`src/pkg/smc_pkg.sv`:
```
// package of constants and types for the sleep mode controller
package smc_pkg;

  // sleep mode select codes
  localparam logic [2:0] SMC_MODE_IDLE = 3'h0;
  localparam logic [2:0] SMC_MODE_NOISE = 3'h1;
  localparam logic [2:0] SMC_MODE_PDOWN = 3'h2;
  localparam logic [2:0] SMC_MODE_PSAVE = 3'h3;
  localparam logic [2:0] SMC_MODE_RSV4 = 3'h4;
  localparam logic [2:0] SMC_MODE_RSV5 = 3'h5;
  localparam logic [2:0] SMC_MODE_STBY = 3'h6;
  localparam logic [2:0] SMC_MODE_XSTBY = 3'h7;

  // reset values of the control bits
  localparam logic SMC_SLEEP_ENABLE_RST = 1'h0;
  localparam logic [2:0] SMC_MODE_RST = 3'h0;
  localparam logic SMC_BOD_OFF_RST = 1'h0;

  // clock rate and timing
  localparam int SMC_CLK_MHZ = 10;
  localparam int SMC_HALT_CYCLES = 4;
  localparam int SMC_STBY_CYCLES = 6;
  localparam int SMC_BOD_WAKE_US = 60;
  localparam int SMC_BOD_WAKE_CYCLES = SMC_BOD_WAKE_US * SMC_CLK_MHZ;

  // width of the wake delay counter
  localparam int SMC_CNT_W = 16;

  // controller states
  typedef enum logic [2:0] {
    SMC_RUN,
    SMC_SLEEP,
    SMC_STARTUP,
    SMC_HALT
  } smc_state_type;

endpackage : smc_pkg

```
`src/verilog/smc_delay_counter.sv`:
```
// down counter that times the wake-up start-up delay
module smc_delay_counter
  import smc_pkg::*;
#(
  parameter int WIDTH = SMC_CNT_W
) (
  input wire logic clk,
  input wire logic sys_rst,
  input wire logic load,
  input wire logic [WIDTH-1:0] load_value,
  output logic done
);

  logic [WIDTH-1:0] count; // remaining cycles

  // load on request, otherwise count down to zero
  always_ff @(posedge clk) begin
    if (sys_rst) begin
      count <= '0;
    end else if (load) begin
      count <= load_value;
    end else if (count != '0) begin
      count <= count - 1'b1;
    end
  end

  // done on the last cycle of the delay, so a load of n gives n cycles
  assign done = (count <= WIDTH'(1)) && !load;

endmodule : smc_delay_counter

```
`src/verilog/smc_sleep_controller.sv`:
```
// sleep mode controller: entry, clock gating, wake sources, brown-out off
//
// Overview of operation
// - sleep only when enable bit set, instruction
// - mode select field picks entered mode
// - idle gates only core and flash clocks
// - noise mode stops io, core, flash clocks
// - noise mode entry starts conversion if enabled
// - noise mode wakes only on listed events
// - power-down stops oscillator and all clocks
// - power-down wakes only on listed events
// - deep modes: only level external irqs wake
// - interrupt wake halts core four extra cycles
// - register file and memory kept across sleep
// - reset during sleep restarts at reset vector
// - idle wakes on external and peripheral irqs
// - brown-out off only in deep modes
// - brown-out off at entry, back on wake
// - brown-out off lengthens wake to 60us
// - brown-out off bit resets to zero
// - brown-out bit written via timed sequence
// - level must hold through start-up for irq; checked in deep modes only
// - power-down wake waits clock-select start-up
// - power-save like power-down plus timer2
// - standby modes keep oscillator, six cycles unless brown-out off
module smc_sleep_controller
  import smc_pkg::*;
#(
  parameter int STARTUP_DEFAULT = 16,
  parameter int BOD_WAKE_CYCLES = SMC_BOD_WAKE_CYCLES
) (
  input wire logic clk,
  input wire logic sys_rst,
  input wire logic sleep_enable_bit,
  input wire logic [2:0] sleep_mode_select,
  input wire logic brownout_sleep_off_bit,
  input wire logic sleep_instr,
  input wire logic [SMC_CNT_W-1:0] startup_cycles,
  input wire logic converter_enabled,
  input wire logic timer2_async,
  input wire logic irq_global_enable,
  input wire logic external_irq_zero,
  input wire logic external_irq_one,
  input wire logic ext_irq_zero_level_mode,
  input wire logic ext_irq_one_level_mode,
  input wire logic pin_change_irq,
  input wire logic two_wire_addr_match,
  input wire logic timer2_irq,
  input wire logic watchdog_irq,
  input wire logic converter_done_irq,
  input wire logic store_ready_irq,
  input wire logic peripheral_irq,
  input wire logic reset_event,
  output logic core_clock_en,
  output logic flash_clock_en,
  output logic peripheral_io_clock_en,
  output logic converter_clock_en,
  output logic async_clock_en,
  output logic main_osc_en,
  output logic timer_osc_en,
  output logic brownout_detector_en,
  output logic converter_start,
  output logic core_halt,
  output logic irq_dispatch,
  output logic reset_vector_start,
  output logic sleeping
);

  smc_state_type state; // controller state
  smc_state_type next_state; // next controller state
  logic [2:0] mode; // mode latched at entry
  logic [2:0] gate_mode; // mode that the clock gates follow
  logic bod_off; // detector switched off for this sleep
  logic irq_wake; // wake came from an interrupt
  logic rst_wake; // wake came from a reset
  logic [5:0] sync1; // first stage for pin-side events
  logic [5:0] sync2; // second stage, the only one read
  logic ext0_s, ext1_s, pin_change_irq_s, twi_s, wdt_s, rst_s; // synced pins
  logic ext_level; // level-sensed external irq pending
  logic ext_any; // any external irq pending
  logic wake_any; // wake condition for the latched mode
  logic wake_is_irq; // wake by interrupt rather than reset
  logic deep; // power-down family of modes
  logic standby; // oscillator kept running
  logic reserved; // reserved code, nothing gated
  logic [SMC_CNT_W-1:0] delay; // wake delay to load
  logic cnt_load; // start the delay counter
  logic cnt_done; // delay elapsed
  logic enter; // legal sleep request this cycle
  logic [2:0] halt_cnt; // extra halt cycles after start-up

  // pins and async-domain events pass two flops before use
  always_ff @(posedge clk) begin
    if (sys_rst) begin
      sync1 <= 6'h00;
      sync2 <= 6'h00;
    end else begin
      sync1 <= {reset_event, watchdog_irq, two_wire_addr_match,
                pin_change_irq, external_irq_one, external_irq_zero};
      sync2 <= sync1;
    end
  end
  assign {rst_s, wdt_s, twi_s, pin_change_irq_s, ext1_s, ext0_s} = sync2;

  // mode classes of the latched mode
  assign reserved = (mode == SMC_MODE_RSV4) || (mode == SMC_MODE_RSV5);
  assign standby = (mode == SMC_MODE_STBY) || (mode == SMC_MODE_XSTBY);
  assign deep = (mode == SMC_MODE_PDOWN) || (mode == SMC_MODE_PSAVE)
      || standby;
  // at the entry edge the gates must follow the mode being entered
  assign gate_mode = (state == SMC_RUN) ? sleep_mode_select : mode;

  // edge-configured external pins are ignored outside idle
  assign ext_level = (ext0_s && ext_irq_zero_level_mode)
      || (ext1_s && ext_irq_one_level_mode);
  assign ext_any = ext0_s || ext1_s;

  // wake matrix per latched mode
  always_comb begin
    wake_is_irq = 1'b0;
    unique case (mode)
      SMC_MODE_IDLE: begin
        wake_is_irq = ext_any || pin_change_irq_s || twi_s || timer2_irq
            || store_ready_irq || converter_done_irq || wdt_s
            || peripheral_irq;
      end
      SMC_MODE_NOISE: begin
        wake_is_irq = converter_done_irq || wdt_s || twi_s
            || (timer2_irq && timer2_async) || store_ready_irq
            || ext_level || pin_change_irq_s;
      end
      SMC_MODE_PDOWN, SMC_MODE_STBY: begin
        wake_is_irq = wdt_s || twi_s || ext_level || pin_change_irq_s;
      end
      SMC_MODE_PSAVE, SMC_MODE_XSTBY: begin
        wake_is_irq = wdt_s || twi_s || ext_level || pin_change_irq_s
            || timer2_irq;
      end
      SMC_MODE_RSV4, SMC_MODE_RSV5: begin
        wake_is_irq = 1'b0;
      end
    endcase
  end
  // resets wake from every mode
  assign wake_any = wake_is_irq || rst_s;

  // sleep taken only with the enable bit set
  assign enter = sleep_instr && sleep_enable_bit;

  // wake delay: standby six cycles, brown-out off 60us, idle and noise one cycle, else fuses
  always_comb begin
    delay = (startup_cycles != '0) ? startup_cycles
        : SMC_CNT_W'(STARTUP_DEFAULT);
    if (bod_off) begin
      delay = SMC_CNT_W'(BOD_WAKE_CYCLES);
    end else if (standby) begin
      delay = SMC_CNT_W'(SMC_STBY_CYCLES);
    end else if (mode == SMC_MODE_IDLE || mode == SMC_MODE_NOISE) begin
      delay = SMC_CNT_W'(1);
    end
  end
  assign cnt_load = (state == SMC_SLEEP) && wake_any;

  // start-up timer, kept separate so it can be reused for resets
  smc_delay_counter #(
    .WIDTH(SMC_CNT_W)
  ) u_delay (
    .clk(clk),
    .sys_rst(sys_rst),
    .load(cnt_load),
    .load_value(delay),
    .done(cnt_done)
  );

  // state transitions
  always_comb begin
    next_state = state;
    unique case (state)
      SMC_RUN: begin
        if (enter) begin
          next_state = SMC_SLEEP;
        end
      end
      SMC_SLEEP: begin
        if (wake_any) begin
          next_state = SMC_STARTUP;
        end
      end
      SMC_STARTUP: begin
        if (cnt_done) begin
          next_state = rst_wake ? SMC_RUN : SMC_HALT;
        end
      end
      SMC_HALT: begin
        if (halt_cnt == 3'(SMC_HALT_CYCLES - 1)) begin
          next_state = SMC_RUN;
        end
      end
    endcase
  end

  // state register
  always_ff @(posedge clk) begin
    if (sys_rst) begin
      state <= SMC_RUN;
    end else begin
      state <= next_state;
    end
  end

  // mode and detector choice latched at entry
  always_ff @(posedge clk) begin
    if (sys_rst) begin
      mode <= SMC_MODE_RST;
      bod_off <= SMC_BOD_OFF_RST;
    end else if (state == SMC_RUN && enter) begin
      mode <= sleep_mode_select;
      // eligible modes only; bit is written by a guarded sequence
      bod_off <= brownout_sleep_off_bit &&
          (sleep_mode_select == SMC_MODE_PDOWN
          || sleep_mode_select == SMC_MODE_PSAVE
          || sleep_mode_select == SMC_MODE_STBY
          || sleep_mode_select == SMC_MODE_XSTBY);
    end else if (state == SMC_RUN) begin
      bod_off <= 1'b0;
    end
  end

  // cause of wake, reset takes priority over interrupt
  always_ff @(posedge clk) begin
    if (sys_rst) begin
      irq_wake <= 1'b0;
      rst_wake <= 1'b0;
    end else if (state == SMC_SLEEP && wake_any) begin
      rst_wake <= rst_s;
      irq_wake <= !rst_s;
    end else if (state == SMC_RUN) begin
      irq_wake <= 1'b0;
      rst_wake <= 1'b0;
    end
  end

  // extra halt cycles after start-up
  always_ff @(posedge clk) begin
    if (sys_rst) begin
      halt_cnt <= 3'h0;
    end else if (state == SMC_HALT) begin
      halt_cnt <= halt_cnt + 3'h1;
    end else begin
      halt_cnt <= 3'h0;
    end
  end

  // conversion kicked once at noise mode entry
  always_ff @(posedge clk) begin
    if (sys_rst) begin
      converter_start <= 1'b0;
    end else begin
      converter_start <= (state == SMC_RUN) && enter
          && (sleep_mode_select == SMC_MODE_NOISE)
          && converter_enabled;
    end
  end

  // one-cycle strobes at the end of wake; deep-mode level irq only if still held
  always_ff @(posedge clk) begin
    if (sys_rst) begin
      irq_dispatch <= 1'b0;
      reset_vector_start <= 1'b0;
    end else begin
      irq_dispatch <= (state == SMC_HALT) && (next_state == SMC_RUN)
          && irq_wake && irq_global_enable
          && (!deep || wake_is_irq);
      reset_vector_start <= (state == SMC_STARTUP) && cnt_done
          && rst_wake;
    end
  end

  // clock gating per latched mode; core state is frozen, not cleared
  always_ff @(posedge clk) begin
    if (sys_rst) begin
      core_clock_en <= 1'b1;
      flash_clock_en <= 1'b1;
      peripheral_io_clock_en <= 1'b1;
      converter_clock_en <= 1'b1;
      async_clock_en <= 1'b1;
      main_osc_en <= 1'b1;
      timer_osc_en <= 1'b1;
    end else if (next_state != SMC_SLEEP || gate_mode == SMC_MODE_RSV4
        || gate_mode == SMC_MODE_RSV5) begin
      // awake, or reserved code: nothing gated
      core_clock_en <= 1'b1;
      flash_clock_en <= 1'b1;
      peripheral_io_clock_en <= 1'b1;
      converter_clock_en <= 1'b1;
      async_clock_en <= 1'b1;
      main_osc_en <= 1'b1;
      timer_osc_en <= 1'b1;
    end else begin
      core_clock_en <= 1'b0;
      flash_clock_en <= 1'b0;
      peripheral_io_clock_en <= (gate_mode == SMC_MODE_IDLE);
      converter_clock_en <= (gate_mode == SMC_MODE_IDLE)
          || (gate_mode == SMC_MODE_NOISE);
      async_clock_en <= (gate_mode == SMC_MODE_IDLE)
          || (gate_mode == SMC_MODE_NOISE) || (gate_mode == SMC_MODE_PSAVE)
          || (gate_mode == SMC_MODE_XSTBY && timer2_async);
      main_osc_en <= (gate_mode != SMC_MODE_PDOWN)
          && (gate_mode != SMC_MODE_PSAVE);
      timer_osc_en <= timer2_async && ((gate_mode == SMC_MODE_IDLE)
          || (gate_mode == SMC_MODE_NOISE) || (gate_mode == SMC_MODE_PSAVE)
          || (gate_mode == SMC_MODE_XSTBY));
    end
  end

  // detector off right after entry, on again at wake
  assign brownout_detector_en = !(bod_off && state == SMC_SLEEP);
  assign core_halt = (state != SMC_RUN);
  assign sleeping = (state == SMC_SLEEP);

  // checks
  a_no_sleep_disabled: assert property (@(posedge clk) disable iff (sys_rst)
    (state == SMC_RUN && sleep_instr && !sleep_enable_bit)
    |=> state == SMC_RUN) else $error("slept without enable");
  a_idle_gating: assert property (@(posedge clk) disable iff (sys_rst)
    (sleeping && mode == SMC_MODE_IDLE) |=> (!core_clock_en
    || !sleeping) && peripheral_io_clock_en)
    else $error("idle gating wrong");
  a_noise_gating: assert property (@(posedge clk) disable iff (sys_rst)
    (state == SMC_SLEEP && $past(state) == SMC_SLEEP
    && mode == SMC_MODE_NOISE) |-> !peripheral_io_clock_en
    && converter_clock_en) else $error("noise gating wrong");
  a_noise_start: assert property (@(posedge clk) disable iff (sys_rst)
    (state == SMC_RUN && enter && sleep_mode_select == SMC_MODE_NOISE
    && converter_enabled) |=> converter_start)
    else $error("no conversion start");
  a_pdown_osc: assert property (@(posedge clk) disable iff (sys_rst)
    (state == SMC_SLEEP && $past(state) == SMC_SLEEP
    && mode == SMC_MODE_PDOWN) |-> !main_osc_en && !async_clock_en)
    else $error("oscillator ran in power-down");
  a_edge_no_wake: assert property (@(posedge clk) disable iff (sys_rst)
    (state == SMC_SLEEP && mode == SMC_MODE_PDOWN && !pin_change_irq_s
    && !twi_s && !wdt_s && !rst_s && !ext_level) |=> state == SMC_SLEEP)
    else $error("woke on edge irq");
  a_halt_four: assert property (@(posedge clk) disable iff (sys_rst)
    (state == SMC_STARTUP && cnt_done && !rst_wake)
    |=> (state == SMC_HALT) [*4] ##1 state == SMC_RUN)
    else $error("halt not four cycles");
  a_reset_vector: assert property (@(posedge clk) disable iff (sys_rst)
    (state == SMC_STARTUP && cnt_done && rst_wake)
    |=> reset_vector_start && !irq_dispatch)
    else $error("reset wake not to vector");
  a_bod_idle_on: assert property (@(posedge clk) disable iff (sys_rst)
    (sleeping && (mode == SMC_MODE_IDLE || mode == SMC_MODE_NOISE))
    |-> brownout_detector_en) else $error("detector off in idle");
  a_bod_back_on: assert property (@(posedge clk) disable iff (sys_rst)
    (sleeping && !$past(sleeping) && bod_off) |-> !brownout_detector_en
    ##1 (sleeping || brownout_detector_en))
    else $error("detector not managed");
  a_reserved_open: assert property (@(posedge clk) disable iff (sys_rst)
    (sleeping && reserved) |-> core_clock_en && main_osc_en)
    else $error("reserved code gated");

  c_idle_wake: cover property (@(posedge clk) disable iff (sys_rst)
    sleeping && mode == SMC_MODE_IDLE ##1 state == SMC_STARTUP);
  c_pdown_irq: cover property (@(posedge clk) disable iff (sys_rst)
    irq_dispatch && mode == SMC_MODE_PDOWN);
  c_bod_off: cover property (@(posedge clk) disable iff (sys_rst)
    sleeping && !brownout_detector_en);
  c_reset_wake: cover property (@(posedge clk) disable iff (sys_rst)
    reset_vector_start);

endmodule : smc_sleep_controller

```
`config.mk`:
```
export PLATFORM = sky130hd
export DESIGN_NAME = smc_sleep_controller
export DESIGN_NICKNAME = d
export VERILOG_FILES = /design/src/pkg/smc_pkg.sv /design/src/verilog/smc_delay_counter.sv /design/src/verilog/smc_sleep_controller.sv
export SDC_FILE = /design/constraint.sdc
export NUM_CORES = 1
export LEC_CHECK = 0
export BUFFER_PORTS_ARGS = -buffer_cell sky130_fd_sc_hd__buf_2
export CORE_ASPECT_RATIO = 1.5
export CORE_UTILIZATION = 32
export DETAILED_ROUTE_END_ITERATION = 16
export GPL_ROUTABILITY_DRIVEN = 0
export GPL_TIMING_DRIVEN = 0
export PLACE_DENSITY_LB_ADDON = 0.05
export SKIP_LAST_GASP = 1
export SLEW_MARGIN = 20
export SYNTH_ARGS = -nofsm -noshare
export SYNTH_HDL_FRONTEND = slang
export SYNTH_SLANG_ARGS = --single-unit
```
`constraint.sdc`:
```
create_clock -name clk -period 2.1 [get_ports clk]
set_clock_uncertainty 0.1 [all_clocks]
set_input_delay 0 -clock clk [delete_from_list [all_inputs] [get_ports clk]]
set_output_delay 0 -clock clk [all_outputs]
set_load 0.02 [all_outputs]
```
==> reports/results.txt, run 1 <==
Synthesized cell area - 2430 um^2
Yosys cell types - 57
Pin count of the biggest net entering global routing - 16
Clk_lat worst skew - 0.31 ns
Multi-input combinational cell area - 1450 um^2
Setup TNS Final - 0 ns
Die X - 73.2 um
Commonest cells after routing, fill and taps aside - buf_2 (51), dfxtp_1 (43), a21oi_1 (29), dlygate4sd3_1 (29), nand2_1 (27)
Clock sinks - 49
GR Overflow Total - 0
Layout Nets - 426
I/O Pins - 52
Ys Warns - 0
Max_slew headroom - 0.582
Register-to-Register Setup Slack - 0.06 ns
# H-tree levels - 2
Worst endpoint required time - 2.19 ns
Gate power share - 0.483
# setup viols final - 0
Vias in the first global route - 2359
Net switching power - 1.62 mW
Clock power share - 0.197
WL/cell - 15.0 um
Non-Filler Instances - 484
Root cell of the clock tree - clkbuf_8
Period utilization - 0.972
Max Slew Vio Count - 0
Cell Area, Placed - 2820 um^2
Ys async rst share - 0
Capturing element type of the critical path - register
Initial antenna violation count - 0
Crit path DAT - 2.13 ns
Hold path start - startup_cycles[0]
Unrepaired setup endpoints after global routing - true
Drt first pass iters - 4
Worst-Margin Slew - 0.627 ns
HP Class - in -> reg
Aggregate global-route resource usage - 0.190
WL final - 7.28 mm
Rows - 38
Clk slew on worst S/H paths - 0.10 ns
Final hold vios - 0
Post-route DRC - 0
Port bufs - 51
FF-to-FF End - irq_dispatch
Worst VDD drop - 0.000670 V
Max Buffers Root-to-Sink - 2
Crit-path max FO - 8
Power Dens Cells - 1200 nW/um^2
Chip Height - 109 um
Outcome - finished, final reports clean
Share of layout cells above drive strength 1 - 0.268
Initial Util - 0.335
RR Startpoint - mode[2]
Post-synthesis sequential area ratio - 0.403
Leak pwr - 1.31 nW
Post-route cell area - 3420 um^2
Syn avg cell area - 8.36 um^2
Top_reg_cell synth - dfxtp_1
Final Critical Period - 2.04 ns
Commonest non-fill, non-tap cell in the layout - buf_2
Post-synth EDFFs - 0
Sw Share - 0.395
Max Clk Rate - 490 MHz
Placed Cells incl. Taps - 442
CP Class - reg -> reg
Internal power - 2.47 mW
First-pass GRT wire length - 11.3 mm
Routed Antenna Nets - 0
CTS buffer count - 5
Routed via count - 2442
Drt first-iter violations - 82
Die area - 7970 um^2
CP Launch Type - register
Vias per std cell - 5.05
Post-Synthesis Cells - 291
#FFs+latches synth - 49
CTS tree - built
Power share of the sequential group - 0.320
Area grow syn2layout - 40.4%
N_diodes - 0
HPWL after DPL - 5.09 mm
Hold endpoint - u_delay.count[0]
Core footprint - 7270 um^2
Reg area - 991 um^2
Fillers - 737
Reg2reg path depth - 6
Max Cap Viol - 0
Syn nets - 334
Cell depth of the worst hold path - 5
## kinds of logic after synthesis
family,Yosys count,share of synthesized area
adder cells (fa/ha/maj),4,0.0206
AO/OA/AOI/OAI,72,0.196
buffers and inverters,27,0.0468
multiplexers,7,0.0298
XOR/XNOR,7,0.0252
AND/OR/NAND/NOR,125,0.279
flip-flops,49,0.403
## Yosys cell counts (all sizes together) (3+ instances only)
| master | n | area (um^2) |
|---|---|---|
| a211oi | 7 | 57.6 |
| a21oi | 30 | 150 |
| buf | 6 | 33.8 |
| clkbuf | 11 | 42.5 |
| dfxtp | 49 | 981 |
| ha | 4 | 50.1 |
| inv | 10 | 37.5 |
| mux2i | 5 | 50.1 |
| nand2 | 27 | 101 |
| nand3 | 18 | 90.1 |
| nand4 | 4 | 25.0 |
| nor2 | 21 | 78.8 |
| nor2b | 17 | 106 |
| nor3 | 6 | 41.3 |
| nor3b | 3 | 27.5 |
| nor4 | 14 | 93.8 |
| o211ai | 5 | 51.3 |
| o21ai | 11 | 55.1 |
| or3 | 3 | 18.8 |
| or4 | 3 | 26.3 |
| xnor2 | 4 | 35.0 |
| xor2 | 3 | 26.3 |
## cell type report
cell class	instances	area share
Clock inverter	3	0.0190
Timing Repair Buffer	86	0.174
Buffer	16	0.0260
Multi-Input combinational cell	215	0.423
Sequential cell	49	0.290
Inverter	10	0.0110
Clock buffer	5	0.0201
Tap cell	100	0.0366
## flip-flops by register name, summed over array words and instances (netlist names), 3 cells and up
signal,flops
sync2,6
mode,3
state,3
sync1,6
u_delay.count,16
halt_cnt,3
## what timing repair did
item | in CTS | in global routing
setup buffers | 6 | 0
pin swaps | 9 | 8
hold buffers | 28 | 1
resized for setup | 12 | 24
endpoints found under the hold margin | 30 | 3
endpoints found under the setup margin | 22 | 26
## metal layers
layer | routed length [um] | track usage | vias up
li1 | - | - | 1236
met1 | 2950 | 0.203 | 1126
met2 | 3920 | 0.368 | 70
met3 | 235 | 0.0240 | 10
met4 | 172 | 0.0714 | 0
met5 | 0 | 0 | -
## metrics by stage
| step | utilization | hold slack [ns] | worst slack [ns] | power (mW) |
|---|---|---|---|---|
| 5_1_grt | 0.470 | 0.0628 | -0.0659 | 4.35 |
| 3_5_place_dp | 0.388 | 0.114 | -0.428 | 2.99 |
| 2_1_floorplan | - | 0.0282 | 0.141 | 2.55 |
| 6_report | 0.470 | 0.0143 | 0.0578 | 4.09 |
| 3_3_place_gp | 0.388 | 0.108 | -0.407 | 2.99 |
| 4_1_cts | 0.456 | -0.0801 | -0.0228 | 4.01 |
## power groups by stage
stage	combinational (mW)	sequential, mW	clock (mW)
after floorplan	1.25	1.30	0
after global placement	1.68	1.31	0
after detailed placement	1.69	1.31	0
after CTS	1.88	1.30	0.827
after global routing	2.17	1.33	0.854
final	1.97	1.31	0.807
## critical path, stage by stage (launching register included)
cell and delay, ns:
dfxtp_1 0.31, clkbuf_2 0.18, or2_2 0.39, a211oi_4 0.24, or4_4 0.20, o211ai_4 0.11
a2111oi_1 0.40
## worst max path at each step
stage,end,cells after the start,slack (ns),from
4_1_cts,timer_osc_en,5,-0.02,u_delay.count[5]
3_5_place_dp,u_delay.count[11],7,-0.43,u_delay.count[0]
2_1_floorplan,u_delay.count[9],8,0.14,u_delay.count[0]
6_report,irq_dispatch,6,0.06,mode[2]
5_1_grt,irq_dispatch,6,-0.07,mode[1]
3_3_place_gp,u_delay.count[11],7,-0.41,u_delay.count[0]
Note: power is estimated with default switching activity, not from simulation.
==> run 2: changes to the inputs <==
==> constraint.sdc (replaced) <==
create_clock -name clk -period 2.4 [get_ports clk]
set_clock_uncertainty 0.1 [all_clocks]
set_input_delay 0 -clock clk [delete_from_list [all_inputs] [get_ports clk]]
set_output_delay 0 -clock clk [all_outputs]
set_load 0.02 [all_outputs]
==> reports/results.txt, run 2 (synthesis results as in run 1) <==
Outcome - finished, final reports clean
Worst endpoint required time - 2.53 ns
CP startpoint - u_delay.count[8]
Setup TNS Final - 0 ns
CP dominant cell by count - nor4_1
Area grow syn2layout - 34.5%
Chip Height - 109 um
Port bufs - 51
Post-route DRC - 0
Clock sinks - 49
Die X - 73.2 um
Worst-Margin Slew - 0.639 ns
Drt first pass iters - 4
GRT met2 Usage - 0.388
Final hold vios - 0
Clk slew on worst S/H paths - 0.09 ns
Leak pwr - 1.26 nW
Capturing element type of the critical path - register
WL/cell - 15.1 um
Core Util, Final - 0.450
Post-place setup slack - -0.226 ns
CTS buffer count - 5
CP Launch Type - register
Final Critical Period - 2.25 ns
Share of layout cells above drive strength 1 - 0.211
Busiest grt layer - met2
I/O Pins - 52
Aggregate global-route resource usage - 0.202
Commonest cells after routing, fill and taps aside - buf_2 (54), dfxtp_1 (49), a21oi_1 (30), dlygate4sd3_1 (29), nand2_1 (27)
Worst path slowest cell - nor4_1
Root cell of the clock tree - clkbuf_8
Routed Antenna Nets - 0
# H-tree levels - 2
Vias per std cell - 5.11
Core footprint - 7270 um^2
CP peak stage delay - 0.61 ns
Die area - 7970 um^2
GR met3 Demand/Resource - 0.0360
GR Overflow Total - 0
HP Class - in -> reg
# setup viols final - 0
N_diodes - 0
Max Cap Viol - 0
Largest Register - u_delay.count
RR Startpoint - u_delay.count[8]
Layout Nets - 427
Max_slew headroom - 0.570
Hold path start - startup_cycles[0]
Vias in the first global route - 2490
Initial antenna violation count - 0
Final WS setup - 0.152 ns
Largest register FFs - 16
Rows - 38
Worst VDD drop - 0.000513 V
Max Clk Rate - 445 MHz
CP Class - reg -> reg
Drt first-iter violations - 103
Clk_lat worst skew - 0.31 ns
HPWL after DPL - 5.25 mm
Initial Util - 0.335
Commonest non-fill, non-tap cell in the layout - buf_2
Pin count of the biggest net entering global routing - 15
Period utilization - 0.937
Cell breakdown of the critical path - nor4_1, and4_1, clkbuf_1, nor4_1, xnor2_1, a211oi_1
Max Buffers Root-to-Sink - 2
Power Dens Cells - 1030 nW/um^2
First-pass GRT wire length - 11.9 mm
Met1 usage - 0.208
Crit-path max FO - 6
Regs by FF count - u_delay.count (16), sync1 (6), sync2 (6)
Max Slew Vio Count - 0
Crit path DAT - 2.37 ns
WL final - 7.31 mm
Routed via count - 2474
Unrepaired setup endpoints after global routing - true
CTS tree - built
## run 2: worst max-delay path, delay by kind of cell, from the launching register on
family	cells	cell delay, ns
flops	1	0.39
simple gates	3	1.02
compound gates	1	0.22
buf+inv	1	0.30
xor+xnor	1	0.14
## run 2: path summary, 6_finish.rpt
| path | to | slack (ns) | cells after the start |
|---|---|---|---|
| min reg2reg | halt_cnt[0] | 0.33 | 1 |
| min | u_delay.count[0] | 0.03 | 5 |
| max reg2reg | u_delay.count[9] | 0.15 | 6 |
| max | u_delay.count[9] | 0.15 | 6 |
## run 2: power by group
part | switching (mW) | internal (mW)
clock | 0.283 | 0.303
sequential | 0.183 | 0.964
combinational | 0.895 | 0.737
total | 1.36 | 2.00
## run 2: what timing repair did
action	in CTS	in global routing
pin swaps	1	0
endpoints found under the setup margin	6	9
endpoints found under the hold margin	30	0
buffers inserted	2	4
gates resized for setup	1	2
hold buffers	29	0
## run 2: stage by stage
stage	std cells	hold slack, ns	total power, mW	cell area, um^2
after detailed placement	442	0.115	2.62	2810
after global routing	484	0.0428	3.63	3270
final	484	0.0281	3.37	3270
after floorplan	291	0.0282	2.23	2430
after CTS	480	0.00195	3.30	3230
after global placement	442	0.109	2.62	2810
## run 2: layer usage
metal	wire, um	vias to the layer above
li1	-	1241
met2	3910	67
met3	322	16
met4	244	0
met1	2830	1150
met5	0	-
## run 2: final cells by class
class | count | area [um^2]
flip-flops and latches | 49 | 981
inverters | 10 | 37.5
fillers | 743 | 4000
multi-input cells | 215 | 1360
clock inverters | 2 | 35.0
repair buffers | 86 | 591
plain buffers | 17 | 76.3
clock buffers | 5 | 68.8
well taps | 100 | 125
